===== src/logic/lock_fuse_pkg.sv =====
/*
 * Constants, enumerations and carrier structs shared by the boot fuse and
 * debug lock logic. Assumes a single 25 MHz system clock.
 */
package lock_fuse_pkg;

	// system clock
	localparam int unsigned CLK_PERIOD_NS = 40;

	// start-up delay unit: one millisecond
	localparam int unsigned STARTUP_UNIT_MS = 1;
	localparam int unsigned STARTUP_MS_CYCLES = (STARTUP_UNIT_MS * 1000000) / CLK_PERIOD_NS;
	localparam int unsigned STARTUP_SEL_W = 3;
	localparam int unsigned STARTUP_MS_W = 7;

	// byte offsets of the lock key inside the lock section
	localparam logic [7:0] OFS_LOCK_KEY_B0 = 8'h00;
	localparam logic [7:0] OFS_LOCK_KEY_B3 = 8'h03;

	// byte offsets inside the fuse section
	localparam logic [7:0] OFS_STARTUP_AND_SUPPLY_CONFIG = 8'h06;
	localparam logic [7:0] OFS_CODE_SECTION_SIZE = 8'h07;
	localparam logic [7:0] OFS_BOOT_SECTION_SIZE = 8'h08;

	// startup_and_supply_config field layout
	localparam int unsigned STARTUP_DELAY_SEL_LSB = 0;
	localparam int unsigned SUPPLY_ARRANGEMENT_SEL_LSB = 3;
	localparam logic [7:0] SUP_CFG_USED_MASK = 8'h1f;

	// supply arrangement codes
	localparam logic [1:0] SUPPLY_DUAL = 2'h1;
	localparam logic [1:0] SUPPLY_SINGLE = 2'h2;

	// the one key value that leaves the port unlocked
	localparam logic [31:0] LOCK_KEY_VALID = 32'h5cc5c55c;

	// section sizes are counted in 512-byte blocks
	localparam int unsigned BLOCK_SHIFT = 9;
	localparam int unsigned EXTENT_W = 17;
	localparam logic [EXTENT_W-1:0] FLASH_BYTES_DEFAULT = 17'h10000;

	// reset value of every shadow byte before the nonvolatile load
	localparam logic [7:0] SHADOW_RESET = 8'h00;
	localparam logic [31:0] KEY_SHADOW_RESET = 32'h00000000;

	typedef enum logic [2:0] {
		SEC_FLASH,
		SEC_SRAM,
		SEC_EEPROM,
		SEC_SIGNATURE_ROW,
		SEC_USER_ROW_A,
		SEC_FUSE,
		SEC_LOCK,
		SEC_REGS
	} mem_section_t;

	// one access request, from the debug port or towards the memories
	typedef struct packed {
		logic valid;
		logic write;
		logic fuse_write_cmd;
		mem_section_t section;
		logic [15:0] addr;
		logic [7:0] wdata;
	} mem_req_t;

	// nonvolatile contents presented at reset initialisation
	typedef struct packed {
		logic [31:0] lock_key;
		logic [7:0] startup_and_supply_config;
		logic [7:0] code_extent_blocks;
		logic [7:0] boot_extent_blocks;
	} nv_image_t;

endpackage : lock_fuse_pkg


===== src/logic/debug_lock_and_boot_fuses.sv =====
/*
 * Boot fuse decode and debug-port access lock, with the CPU-side access
 * permissions. Assumes the memories answer a forwarded read in the same
 * cycle on mem_rdata_i and that the nonvolatile image is stable at reset.
 */
// Operation
// - Code execution waits after power-on for 0, 1, 2, 4, 8, 16, 32 or 64 ms by the start-up field.
// - Supply code 1 selects dual supply, code 2 single supply, codes 0 and 3 are reserved.
// - The code size byte gives boot plus application code extent in 512-byte blocks.
// - The boot size byte gives the boot section extent in 512-byte blocks.
// - A boot size of zero makes all of flash the boot section regardless of code size.
// - Any lock key other than the valid key locks the device.
// - While locked, debug-port reads of flash, SRAM, EEPROM and fuses are blocked.
// - CPU accesses ignore the lock; CPU may read all and write flash, SRAM, EEPROM, user row, registers.
// - Unlocked, the debug port reads and writes all sections except signature row, which is read only.
// - Locked, the debug port is refused on every section except fuse-write user row writes, user row reads included.
// - A refused debug read still completes, with no error flag, but with data unrelated to memory.
// - Locked, the user row can be written only by the fuse-write command and stays unreadable.
// - Only a full erase from the debugger unlocks; it keeps the user row and clears the rest.
// - The 32-bit key is compared with the fixed pattern 5cc5c55c; a match means unlocked.
`timescale 1ns/100ps
`default_nettype none

module debug_lock_and_boot_fuses
	import lock_fuse_pkg::*;
#(
	parameter int unsigned MS_CYCLES = STARTUP_MS_CYCLES,
	parameter logic [EXTENT_W-1:0] FLASH_BYTES = FLASH_BYTES_DEFAULT
) (
	// clock and reset
	input wire logic clk_sys_i,
	input wire logic rst_b_i,
	// nonvolatile image read at reset
	input wire nv_image_t nv_image_i,
	// debug port access
	input wire mem_req_t dbg_req_i,
	output logic dbg_ack_o,
	output logic [7:0] dbg_rdata_o,
	input wire logic full_erase_cmd_i,
	output logic erase_busy_o,
	// forwarded access towards the memories
	output mem_req_t mem_req_o,
	input wire logic [7:0] mem_rdata_i,
	output logic erase_start_o,
	input wire logic erase_done_i,
	// cpu side
	input wire mem_req_t cpu_req_i,
	output logic cpu_allow_o,
	output logic [7:0] cpu_cfg_rdata_o,
	output logic cpu_run_o,
	// decoded configuration
	output logic locked_o,
	output logic dual_supply_o,
	output logic single_supply_o,
	output logic supply_reserved_o,
	output logic [EXTENT_W-1:0] boot_extent_bytes_o,
	output logic [EXTENT_W-1:0] code_extent_bytes_o
);

	typedef enum logic [1:0] {
		ST_LOAD,
		ST_DELAY,
		ST_RUN,
		ST_ERASE
	} ctl_state_t;

	// reset release through two flops
	logic rst_meta_ff, rst_sync_ff;
	always_ff @(posedge clk_sys_i or negedge rst_b_i) begin
		if (!rst_b_i) begin
			rst_meta_ff <= 1'b0;
			rst_sync_ff <= 1'b0;
		end else begin
			rst_meta_ff <= 1'b1;
			rst_sync_ff <= rst_meta_ff;
		end
	end
	logic rst_n;
	assign rst_n = rst_sync_ff;

	ctl_state_t state_ff, nxt_state;
	logic [31:0] key_ff, nxt_key;
	logic [7:0] sup_cfg_ff, nxt_sup_cfg;
	logic [7:0] code_blk_ff, nxt_code_blk;
	logic [7:0] boot_blk_ff, nxt_boot_blk;
	logic [7:0] dbg_rdata_ff, nxt_dbg_rdata;
	logic [7:0] cpu_rdata_ff, nxt_cpu_rdata;
	logic [EXTENT_W-1:0] boot_ext_ff, nxt_boot_ext;
	logic [EXTENT_W-1:0] code_ext_ff, nxt_code_ext;
	logic erase_start_ff, nxt_erase_start;
	logic delay_start;
	logic delay_done;
	logic locked;
	logic dbg_serve;
	logic dbg_rd_ok;
	logic dbg_wr_ok;
	logic dbg_internal;
	logic [7:0] dbg_local_data;
	logic [7:0] cpu_local_data;
	logic [2:0] startup_delay_sel;
	logic [1:0] supply_arrangement_sel;

	assign startup_delay_sel = nv_image_i.startup_and_supply_config[STARTUP_DELAY_SEL_LSB +: 3];
	assign supply_arrangement_sel = sup_cfg_ff[SUPPLY_ARRANGEMENT_SEL_LSB +: 2];

	assign locked = (key_ff != LOCK_KEY_VALID);

	// the delay timer is started by the load state, with the fresh fuse value
	assign delay_start = (state_ff == ST_LOAD);

	startup_delay_timer #(
		.MS_CYCLES(MS_CYCLES)
	) u_startup (
		.clk_sys_i(clk_sys_i),
		.rst_b_i(rst_n),
		.start_i(delay_start),
		.sel_i(startup_delay_sel),
		.done_o(delay_done)
	);

	// debug access is held off while loading and during an erase
	assign dbg_serve = dbg_req_i.valid && ((state_ff == ST_DELAY) || (state_ff == ST_RUN));

	// debug read permission
	always_comb begin
		dbg_rd_ok = 1'b0;
		if (!locked) begin
			dbg_rd_ok = 1'b1;
		end else begin
			dbg_rd_ok = 1'b0;
		end
	end

	// debug write permission
	always_comb begin
		dbg_wr_ok = 1'b0;
		if (!locked) begin
			dbg_wr_ok = (dbg_req_i.section != SEC_SIGNATURE_ROW);
		end else begin
			dbg_wr_ok = (dbg_req_i.section == SEC_USER_ROW_A) && dbg_req_i.fuse_write_cmd;
		end
	end

	// lock key bytes and the decoded fuse bytes are answered from the shadows
	always_comb begin
		dbg_internal = 1'b0;
		dbg_local_data = 8'h00;
		if (dbg_req_i.section == SEC_LOCK && dbg_req_i.addr[7:0] <= OFS_LOCK_KEY_B3) begin
			dbg_internal = 1'b1;
			dbg_local_data = key_ff[{dbg_req_i.addr[1:0], 3'h0} +: 8];
		end else if (dbg_req_i.section == SEC_FUSE) begin
			unique case (dbg_req_i.addr[7:0])
				OFS_STARTUP_AND_SUPPLY_CONFIG: begin
					dbg_internal = 1'b1;
					dbg_local_data = sup_cfg_ff & SUP_CFG_USED_MASK;
				end
				OFS_CODE_SECTION_SIZE: begin
					dbg_internal = 1'b1;
					dbg_local_data = code_blk_ff;
				end
				OFS_BOOT_SECTION_SIZE: begin
					dbg_internal = 1'b1;
					dbg_local_data = boot_blk_ff;
				end
				default: begin
					dbg_internal = 1'b0;
				end
			endcase
		end
	end

	// cpu side reading of the same configuration bytes
	always_comb begin
		cpu_local_data = 8'h00;
		if (cpu_req_i.section == SEC_LOCK && cpu_req_i.addr[7:0] <= OFS_LOCK_KEY_B3) begin
			cpu_local_data = key_ff[{cpu_req_i.addr[1:0], 3'h0} +: 8];
		end else if (cpu_req_i.section == SEC_FUSE) begin
			unique case (cpu_req_i.addr[7:0])
				OFS_STARTUP_AND_SUPPLY_CONFIG: cpu_local_data = sup_cfg_ff & SUP_CFG_USED_MASK;
				OFS_CODE_SECTION_SIZE: cpu_local_data = code_blk_ff;
				OFS_BOOT_SECTION_SIZE: cpu_local_data = boot_blk_ff;
				default: cpu_local_data = 8'h00;
			endcase
		end
	end

	// cpu permission does not look at the lock at all
	always_comb begin
		if (!cpu_req_i.write) begin
			cpu_allow_o = cpu_req_i.valid;
		end else begin
			unique case (cpu_req_i.section)
				SEC_SIGNATURE_ROW, SEC_FUSE, SEC_LOCK: cpu_allow_o = 1'b0;
				default: cpu_allow_o = cpu_req_i.valid;
			endcase
		end
	end

	// forward only granted debug traffic, so a refused write never lands
	always_comb begin
		mem_req_o = dbg_req_i;
		mem_req_o.valid = 1'b0;
		if (dbg_serve) begin
			if (dbg_req_i.write) begin
				mem_req_o.valid = dbg_wr_ok;
			end else begin
				mem_req_o.valid = dbg_rd_ok && !dbg_internal;
			end
		end
	end

	assign dbg_ack_o = dbg_serve;

	// main control: load, delay, run, erase
	always_comb begin
		nxt_state = state_ff;
		nxt_key = key_ff;
		nxt_sup_cfg = sup_cfg_ff;
		nxt_code_blk = code_blk_ff;
		nxt_boot_blk = boot_blk_ff;
		nxt_erase_start = 1'b0;
		nxt_dbg_rdata = dbg_rdata_ff;
		unique case (state_ff)
			ST_LOAD: begin
				nxt_key = nv_image_i.lock_key;
				nxt_sup_cfg = nv_image_i.startup_and_supply_config;
				nxt_code_blk = nv_image_i.code_extent_blocks;
				nxt_boot_blk = nv_image_i.boot_extent_blocks;
				nxt_state = ST_DELAY;
			end
			ST_DELAY: begin
				if (delay_done) begin
					nxt_state = ST_RUN;
				end
			end
			ST_RUN: begin
				nxt_state = ST_RUN;
			end
			ST_ERASE: begin
				// the erase wipes the key to the valid pattern in the array as well
				if (erase_done_i) begin
					nxt_key = LOCK_KEY_VALID;
					nxt_state = ST_RUN;
				end
			end
		endcase
		// erase is the only exit from the locked state; accepted when locked or not
		if ((state_ff == ST_DELAY || state_ff == ST_RUN) && full_erase_cmd_i) begin
			nxt_erase_start = 1'b1;
			nxt_state = ST_ERASE;
		end
		if (dbg_serve && !dbg_req_i.write) begin
			if (!dbg_rd_ok) begin
				nxt_dbg_rdata = 8'h00;
			end else if (dbg_internal) begin
				nxt_dbg_rdata = dbg_local_data;
			end else begin
				nxt_dbg_rdata = mem_rdata_i;
			end
		end
		// a debug write of the key takes effect on the port at once
		if (mem_req_o.valid && dbg_req_i.write && dbg_req_i.section == SEC_LOCK
				&& dbg_req_i.addr[7:0] <= OFS_LOCK_KEY_B3) begin
			nxt_key[{dbg_req_i.addr[1:0], 3'h0} +: 8] = dbg_req_i.wdata;
		end
	end

	// section extents in bytes, wide enough for 255 blocks of 512
	always_comb begin
		nxt_code_ext = EXTENT_W'({code_blk_ff, {BLOCK_SHIFT{1'b0}}});
		nxt_boot_ext = EXTENT_W'({boot_blk_ff, {BLOCK_SHIFT{1'b0}}});
		if (boot_blk_ff == 8'h00) begin
			nxt_boot_ext = FLASH_BYTES;
			nxt_code_ext = FLASH_BYTES;
		end
		nxt_cpu_rdata = cpu_local_data;
	end

	always_ff @(posedge clk_sys_i or negedge rst_n) begin
		if (!rst_n) begin
			state_ff <= ST_LOAD;
			key_ff <= KEY_SHADOW_RESET;
			sup_cfg_ff <= SHADOW_RESET;
			code_blk_ff <= SHADOW_RESET;
			boot_blk_ff <= SHADOW_RESET;
			erase_start_ff <= 1'b0;
			dbg_rdata_ff <= 8'h00;
			cpu_rdata_ff <= 8'h00;
			boot_ext_ff <= '0;
			code_ext_ff <= '0;
		end else begin
			state_ff <= nxt_state;
			key_ff <= nxt_key;
			sup_cfg_ff <= nxt_sup_cfg;
			code_blk_ff <= nxt_code_blk;
			boot_blk_ff <= nxt_boot_blk;
			erase_start_ff <= nxt_erase_start;
			dbg_rdata_ff <= nxt_dbg_rdata;
			cpu_rdata_ff <= nxt_cpu_rdata;
			boot_ext_ff <= nxt_boot_ext;
			code_ext_ff <= nxt_code_ext;
		end
	end

	assign dbg_rdata_o = dbg_rdata_ff;
	assign cpu_cfg_rdata_o = cpu_rdata_ff;
	assign erase_start_o = erase_start_ff;
	assign erase_busy_o = (state_ff == ST_ERASE);
	// the cpu is held through the delay and through an erase
	assign cpu_run_o = (state_ff == ST_RUN);
	// the reset value of the shadow key reads as locked until the load is done
	assign locked_o = locked;
	assign dual_supply_o = (supply_arrangement_sel == SUPPLY_DUAL);
	assign single_supply_o = (supply_arrangement_sel == SUPPLY_SINGLE);
	assign supply_reserved_o = !dual_supply_o && !single_supply_o;
	assign boot_extent_bytes_o = boot_ext_ff;
	assign code_extent_bytes_o = code_ext_ff;

endmodule : debug_lock_and_boot_fuses

`default_nettype wire


===== src/logic/startup_delay_timer.sv =====
/*
 * Start-up delay timer: counts 0 to 64 milliseconds after a start pulse.
 * Assumes start_i is a one-cycle pulse and sel_i is stable while counting.
 */
`timescale 1ns/100ps
`default_nettype none

module startup_delay_timer
	import lock_fuse_pkg::*;
#(
	parameter int unsigned MS_CYCLES = STARTUP_MS_CYCLES
) (
	// clock and reset
	input wire logic clk_sys_i,
	input wire logic rst_b_i,
	// control
	input wire logic start_i,
	input wire logic [STARTUP_SEL_W-1:0] sel_i,
	// status
	output logic done_o
);

	localparam int unsigned CYC_W = $clog2(MS_CYCLES + 1);

	logic busy_ff, nxt_busy;
	logic done_ff, nxt_done;
	logic [CYC_W-1:0] cyc_ff, nxt_cyc;
	logic [STARTUP_MS_W-1:0] ms_ff, nxt_ms;
	logic [STARTUP_MS_W-1:0] ms_target;

	// code 0 means no delay, code n means 2^(n-1) ms
	always_comb begin
		if (sel_i == '0) begin
			ms_target = '0;
		end else begin
			ms_target = STARTUP_MS_W'(1) << (sel_i - STARTUP_SEL_W'(1));
		end
	end

	always_comb begin
		nxt_busy = busy_ff;
		nxt_done = done_ff;
		nxt_cyc = cyc_ff;
		nxt_ms = ms_ff;
		if (start_i) begin
			nxt_cyc = '0;
			nxt_ms = '0;
			nxt_busy = (ms_target != '0);
			nxt_done = (ms_target == '0);
		end else if (busy_ff) begin
			if (cyc_ff == CYC_W'(MS_CYCLES - 1)) begin
				nxt_cyc = '0;
				nxt_ms = ms_ff + STARTUP_MS_W'(1);
				if (nxt_ms == ms_target) begin
					nxt_busy = 1'b0;
					nxt_done = 1'b1;
				end
			end else begin
				nxt_cyc = cyc_ff + CYC_W'(1);
			end
		end
	end

	always_ff @(posedge clk_sys_i or negedge rst_b_i) begin
		if (!rst_b_i) begin
			busy_ff <= 1'b0;
			done_ff <= 1'b0;
			cyc_ff <= '0;
			ms_ff <= '0;
		end else begin
			busy_ff <= nxt_busy;
			done_ff <= nxt_done;
			cyc_ff <= nxt_cyc;
			ms_ff <= nxt_ms;
		end
	end

	assign done_o = done_ff;

endmodule : startup_delay_timer

`default_nettype wire


===== config.mk =====
export PLATFORM = sky130hd
export DESIGN_NAME = debug_lock_and_boot_fuses
export DESIGN_NICKNAME = d
export VERILOG_FILES = /design/src/logic/lock_fuse_pkg.sv /design/src/logic/debug_lock_and_boot_fuses.sv /design/src/logic/startup_delay_timer.sv
export SDC_FILE = /design/constraint.sdc
export NUM_CORES = 1
export LEC_CHECK = 0
export ABC_AREA = 1
export BUFFER_PORTS_ARGS = -buffer_cell sky130_fd_sc_hd__buf_2
export CELL_PAD_IN_SITES_DETAIL_PLACEMENT = 0
export CELL_PAD_IN_SITES_GLOBAL_PLACEMENT = 1
export CORE_MARGIN = 4
export CORE_UTILIZATION = 37
export DETAILED_ROUTE_END_ITERATION = 7
export PLACE_DENSITY = 0.88
export SLEW_MARGIN = 20
export SYNTH_ARGS = -nofsm -noshare
export SYNTH_HDL_FRONTEND = slang
export SYNTH_HIERARCHICAL = 1
export SYNTH_SLANG_ARGS = --single-unit
export TNS_END_PERCENT = 1

===== constraint.sdc =====
create_clock -name clk_sys_i -period 4.25 [get_ports clk_sys_i]
set_input_delay 0.85 -clock clk_sys_i [delete_from_list [all_inputs] [get_ports clk_sys_i]]
set_output_delay 0.85 -clock clk_sys_i [all_outputs]
set_load 0.03 [all_outputs]

==> metrics.cfg <==
[status]
outcome = finished clean

[grt]
track_usage_pct = 19.2
grt_overflow = 0
antenna_found_initial = 1
grt_max_degree = 83
grt_pass1_vias = 6331
grt_pass1_wl_um = 32700

[synth]
synth_seq_cells = 114
avgSynthCellArea_um2 = 7.44
yosysTopAreaCell = dfrtp_1
synth-xor-area-share_pct = 0.373
synth_top_area_share_pct = 40.5
yosysWarnings = 6
synth-async-reset-ratio_pct = 100
syn-instance-count = 946
synth-edff-count = 0
muxShareOfSynthArea_pct = 0.284
synth-compound-area-share_pct = 14.8
synth_area_leaders = dfrtp_1 41%, nand2_1 13%, inv_1 5.8%
syn_area_mm2 = 0.00704
ys.flop_type = dfrtp_1
synth_top_family_by_area = simple AND/OR/NAND/NOR gates
ys_types = 45
synthSimpleGateAreaFrac_pct = 28.6
ys_seq_area_share_pct = 40.5
synthAdderAreaFrac_pct = 2.31

[cts]
hold_buffers = 0
worstSkewPairLatency_ps = 420
cts_tree = built
cts-root-buf = clkbuf_16
cts_buffer_depth = 2
cts_max_level = 4
cts-resized-gates = 0
cts_sinks = 114
path_clk_slew_ps = 60
post_cts_buffers = 0
cts_buffers = 17

[timing]
max_slew_margin_pct = 32.8
fin_ws_ps = 1030
rsz0062_at_grt = no
finalHoldViolCount = 0
tightest_slew_ps = 1010
fin_crit_sh_pct = 75.7
slew_violations = 0
tns_ps = 0
clock_skew_ps = 7.77
max_freq_mhz = 311
setup_viol = 0
timing.hold.ws_ps = 212
fin_crit_ps = 3220

[power]
leakage_nw = 4.33
pwr_density_cell_mw_per_mm2 = 512
vdd_drop_max_v = 0.000218

[floorplan]
initial_core_util_pct = 37.6
row_count = 50
core_mm2 = 0.0187
ioPinCount = 217
die_h_um = 146
die_width_um = 146
dieArea_mm2 = 0.0213

[worst_setup_path]
worstPathArrival_ps = 2370
required_ps = 3400
crit_type = in -> out
crit_fanout = 9
reg2reg_depth = 9
cp-start-kind = input pin
critPathCaptureType = output pin

[final_layout]
fillCellCount = 1904
antennaDiodeCount = 0
fin_nets = 1215
fin_area_mm2 = 0.00843
area.sequential_mm2 = 0.00286
drive_above_1_share_pct = 21.9
multi_input_area_mm2 = 0.00334
syn_to_final_growth_pct = 19.8

[drt]
drt-total-wl_um = 20800
vias = 6591
drc = 0
drt_pass1_iterations = 5
dr.first_iter.drc_count = 439
ant_nets = 0
wl_per_cell_um = 15.7
via_per_inst = 4.99

[placement]
placed_area_mm2 = 0.00776
dp_slack_ps = 1050
port_buffers = 162
place.detailed.hpwl_um = 15900
gp_congestion = 0.984

[min_path]
min_path_type = in -> async

[flow_run]
maxCapViolCount = 0

## cells in the final DEF, fill, tap and decap left out, drive strengths merged
| cell type | count |
|---|---|
| or2 | 2 |
| buf | 167 |
| xnor2 | 2 |
| nor2 | 105 |
| conb | 19 |
| nor4 | 4 |
| o22ai | 16 |
| clkinvlp | 2 |
| o211ai | 10 |
| nand4 | 14 |
| xor2 | 1 |
| clkinv | 6 |
| a211oi | 1 |
| a31oi | 2 |
| inv | 119 |
| a21oi | 24 |
| nand2 | 247 |
| clkbuf | 18 |
| o21ai | 107 |
| nor3 | 10 |
| dfrtp | 114 |
| nand3b | 1 |
| a21boi | 1 |
| nor3b | 2 |
| mux2i | 2 |
| a2111oi | 1 |
| bufinv | 4 |
| nand3 | 52 |
| ha | 13 |
| a22o | 1 |
| a22oi | 16 |
| a41oi | 1 |
| o221ai | 3 |
## cells by family after synthesis
| logic type | Yosys count |
|---|---|
| and+or+nand+nor | 437 |
| DFF | 114 |
| AOI/OAI and AO/OA | 183 |
| buffers and inverters | 192 |
| adders and majority gates | 13 |
| xor gates and xnor gates | 3 |
| muxes | 2 |
| other | 2 |
## sequential cells by signal (all words and copies together) (netlist names)
register	cells
state_ff	2
boot_extent_bytes_o	8
u_startup/done_o	1
cpu_cfg_rdata_o	8
key_ff	32
erase_start_o	1
code_blk_ff	8
dbg_rdata_o	8
u_startup/busy_ff	1
u_startup/cyc_ff	15
boot_blk_ff	8
rst_meta_ff	1
sup_cfg_ff	5
u_startup/ms_ff	7
code_extent_bytes_o	8
rst_n	1
## cells in the mapped netlist, types with 2 or more instances
master / number
conb_1: 2
nand3_1: 46
o22ai_1: 16
nor2_4: 6
nor3_1: 10
nand2_1: 243
inv_2: 8
mux2i_1: 2
nor2_1: 92
inv_1: 108
nor4_1: 4
nor2_2: 4
o21ai_0: 81
o221ai_1: 3
or2_1: 2
nor3b_1: 2
nor2_8: 3
nand4_4: 4
buf_4: 48
a22oi_1: 16
buf_6: 2
a31oi_1: 2
clkbuf_1: 22
dfrtp_1: 114
ha_1: 13
buf_2: 2
o21ai_1: 25
o211ai_1: 10
nand4_1: 10
nand2_2: 3
nand3_4: 3
a21oi_1: 24
xnor2_1: 2
nand3_2: 3
## worst paths after layout
kind / from / end / slack [ps]
max: dbg_req_i[9] / mem_req_o[29] / 1030
min: rst_b_i / rst_n / 210
max reg2reg: state_ff[0] / key_ff[15] / 1860
min reg2reg: rst_n / u_startup/cyc_ff[0] / 240
max in group asynchronous: rst_n / key_ff[20] / 3270
min in group clk_sys_i: rst_meta_ff / rst_n / 350
## area by class of cell
type	instances	area share, %
multi-input combinational	657	39.6
sequential	114	33.9
timing repair buffer	167	10.3
clock buffer	18	5.21
inverter	117	5.21
tap	234	3.47
clock inverter	14	2.39
## power breakdown
part	leakage (nW)	switching, W	total (W)	internal, W
registers	1.41	0.000233	0.00162	0.00139
logic	2.62	0.000796	0.00114	0.000347
clock network	0.307	0.000548	0.00155	0.00100
## stage by stage
step	utilization, %	power [W]	cells
after floorplan	-	0.00245	963
after global placement	41.5	0.00274	1288
after detailed placement	41.5	0.00277	1288
after CTS	44.9	0.00433	1320
after global routing	45.1	0.00456	1321
final	45.1	0.00432	1321
## metal layers
layer / up-vias / track usage (%) / wire length, um
met3: 33 / 4.61 / 1440
met5: - / 0 / 12
met1: 3038 / 25.1 / 9290
li1: 3282 / - / -
met2: 236 / 30.9 / 9590
met4: 2 / 7.12 / 445
## critical path, stage by stage
cell	delay [ps]
buf_2	130
clkinv_1	240
ha_1	300
nand3_1	110
a31oi_1	90
nand2_1	150
nand4_1	110
a21oi_1	170
buf_2	220
Power figures use the tool's default switching activity.
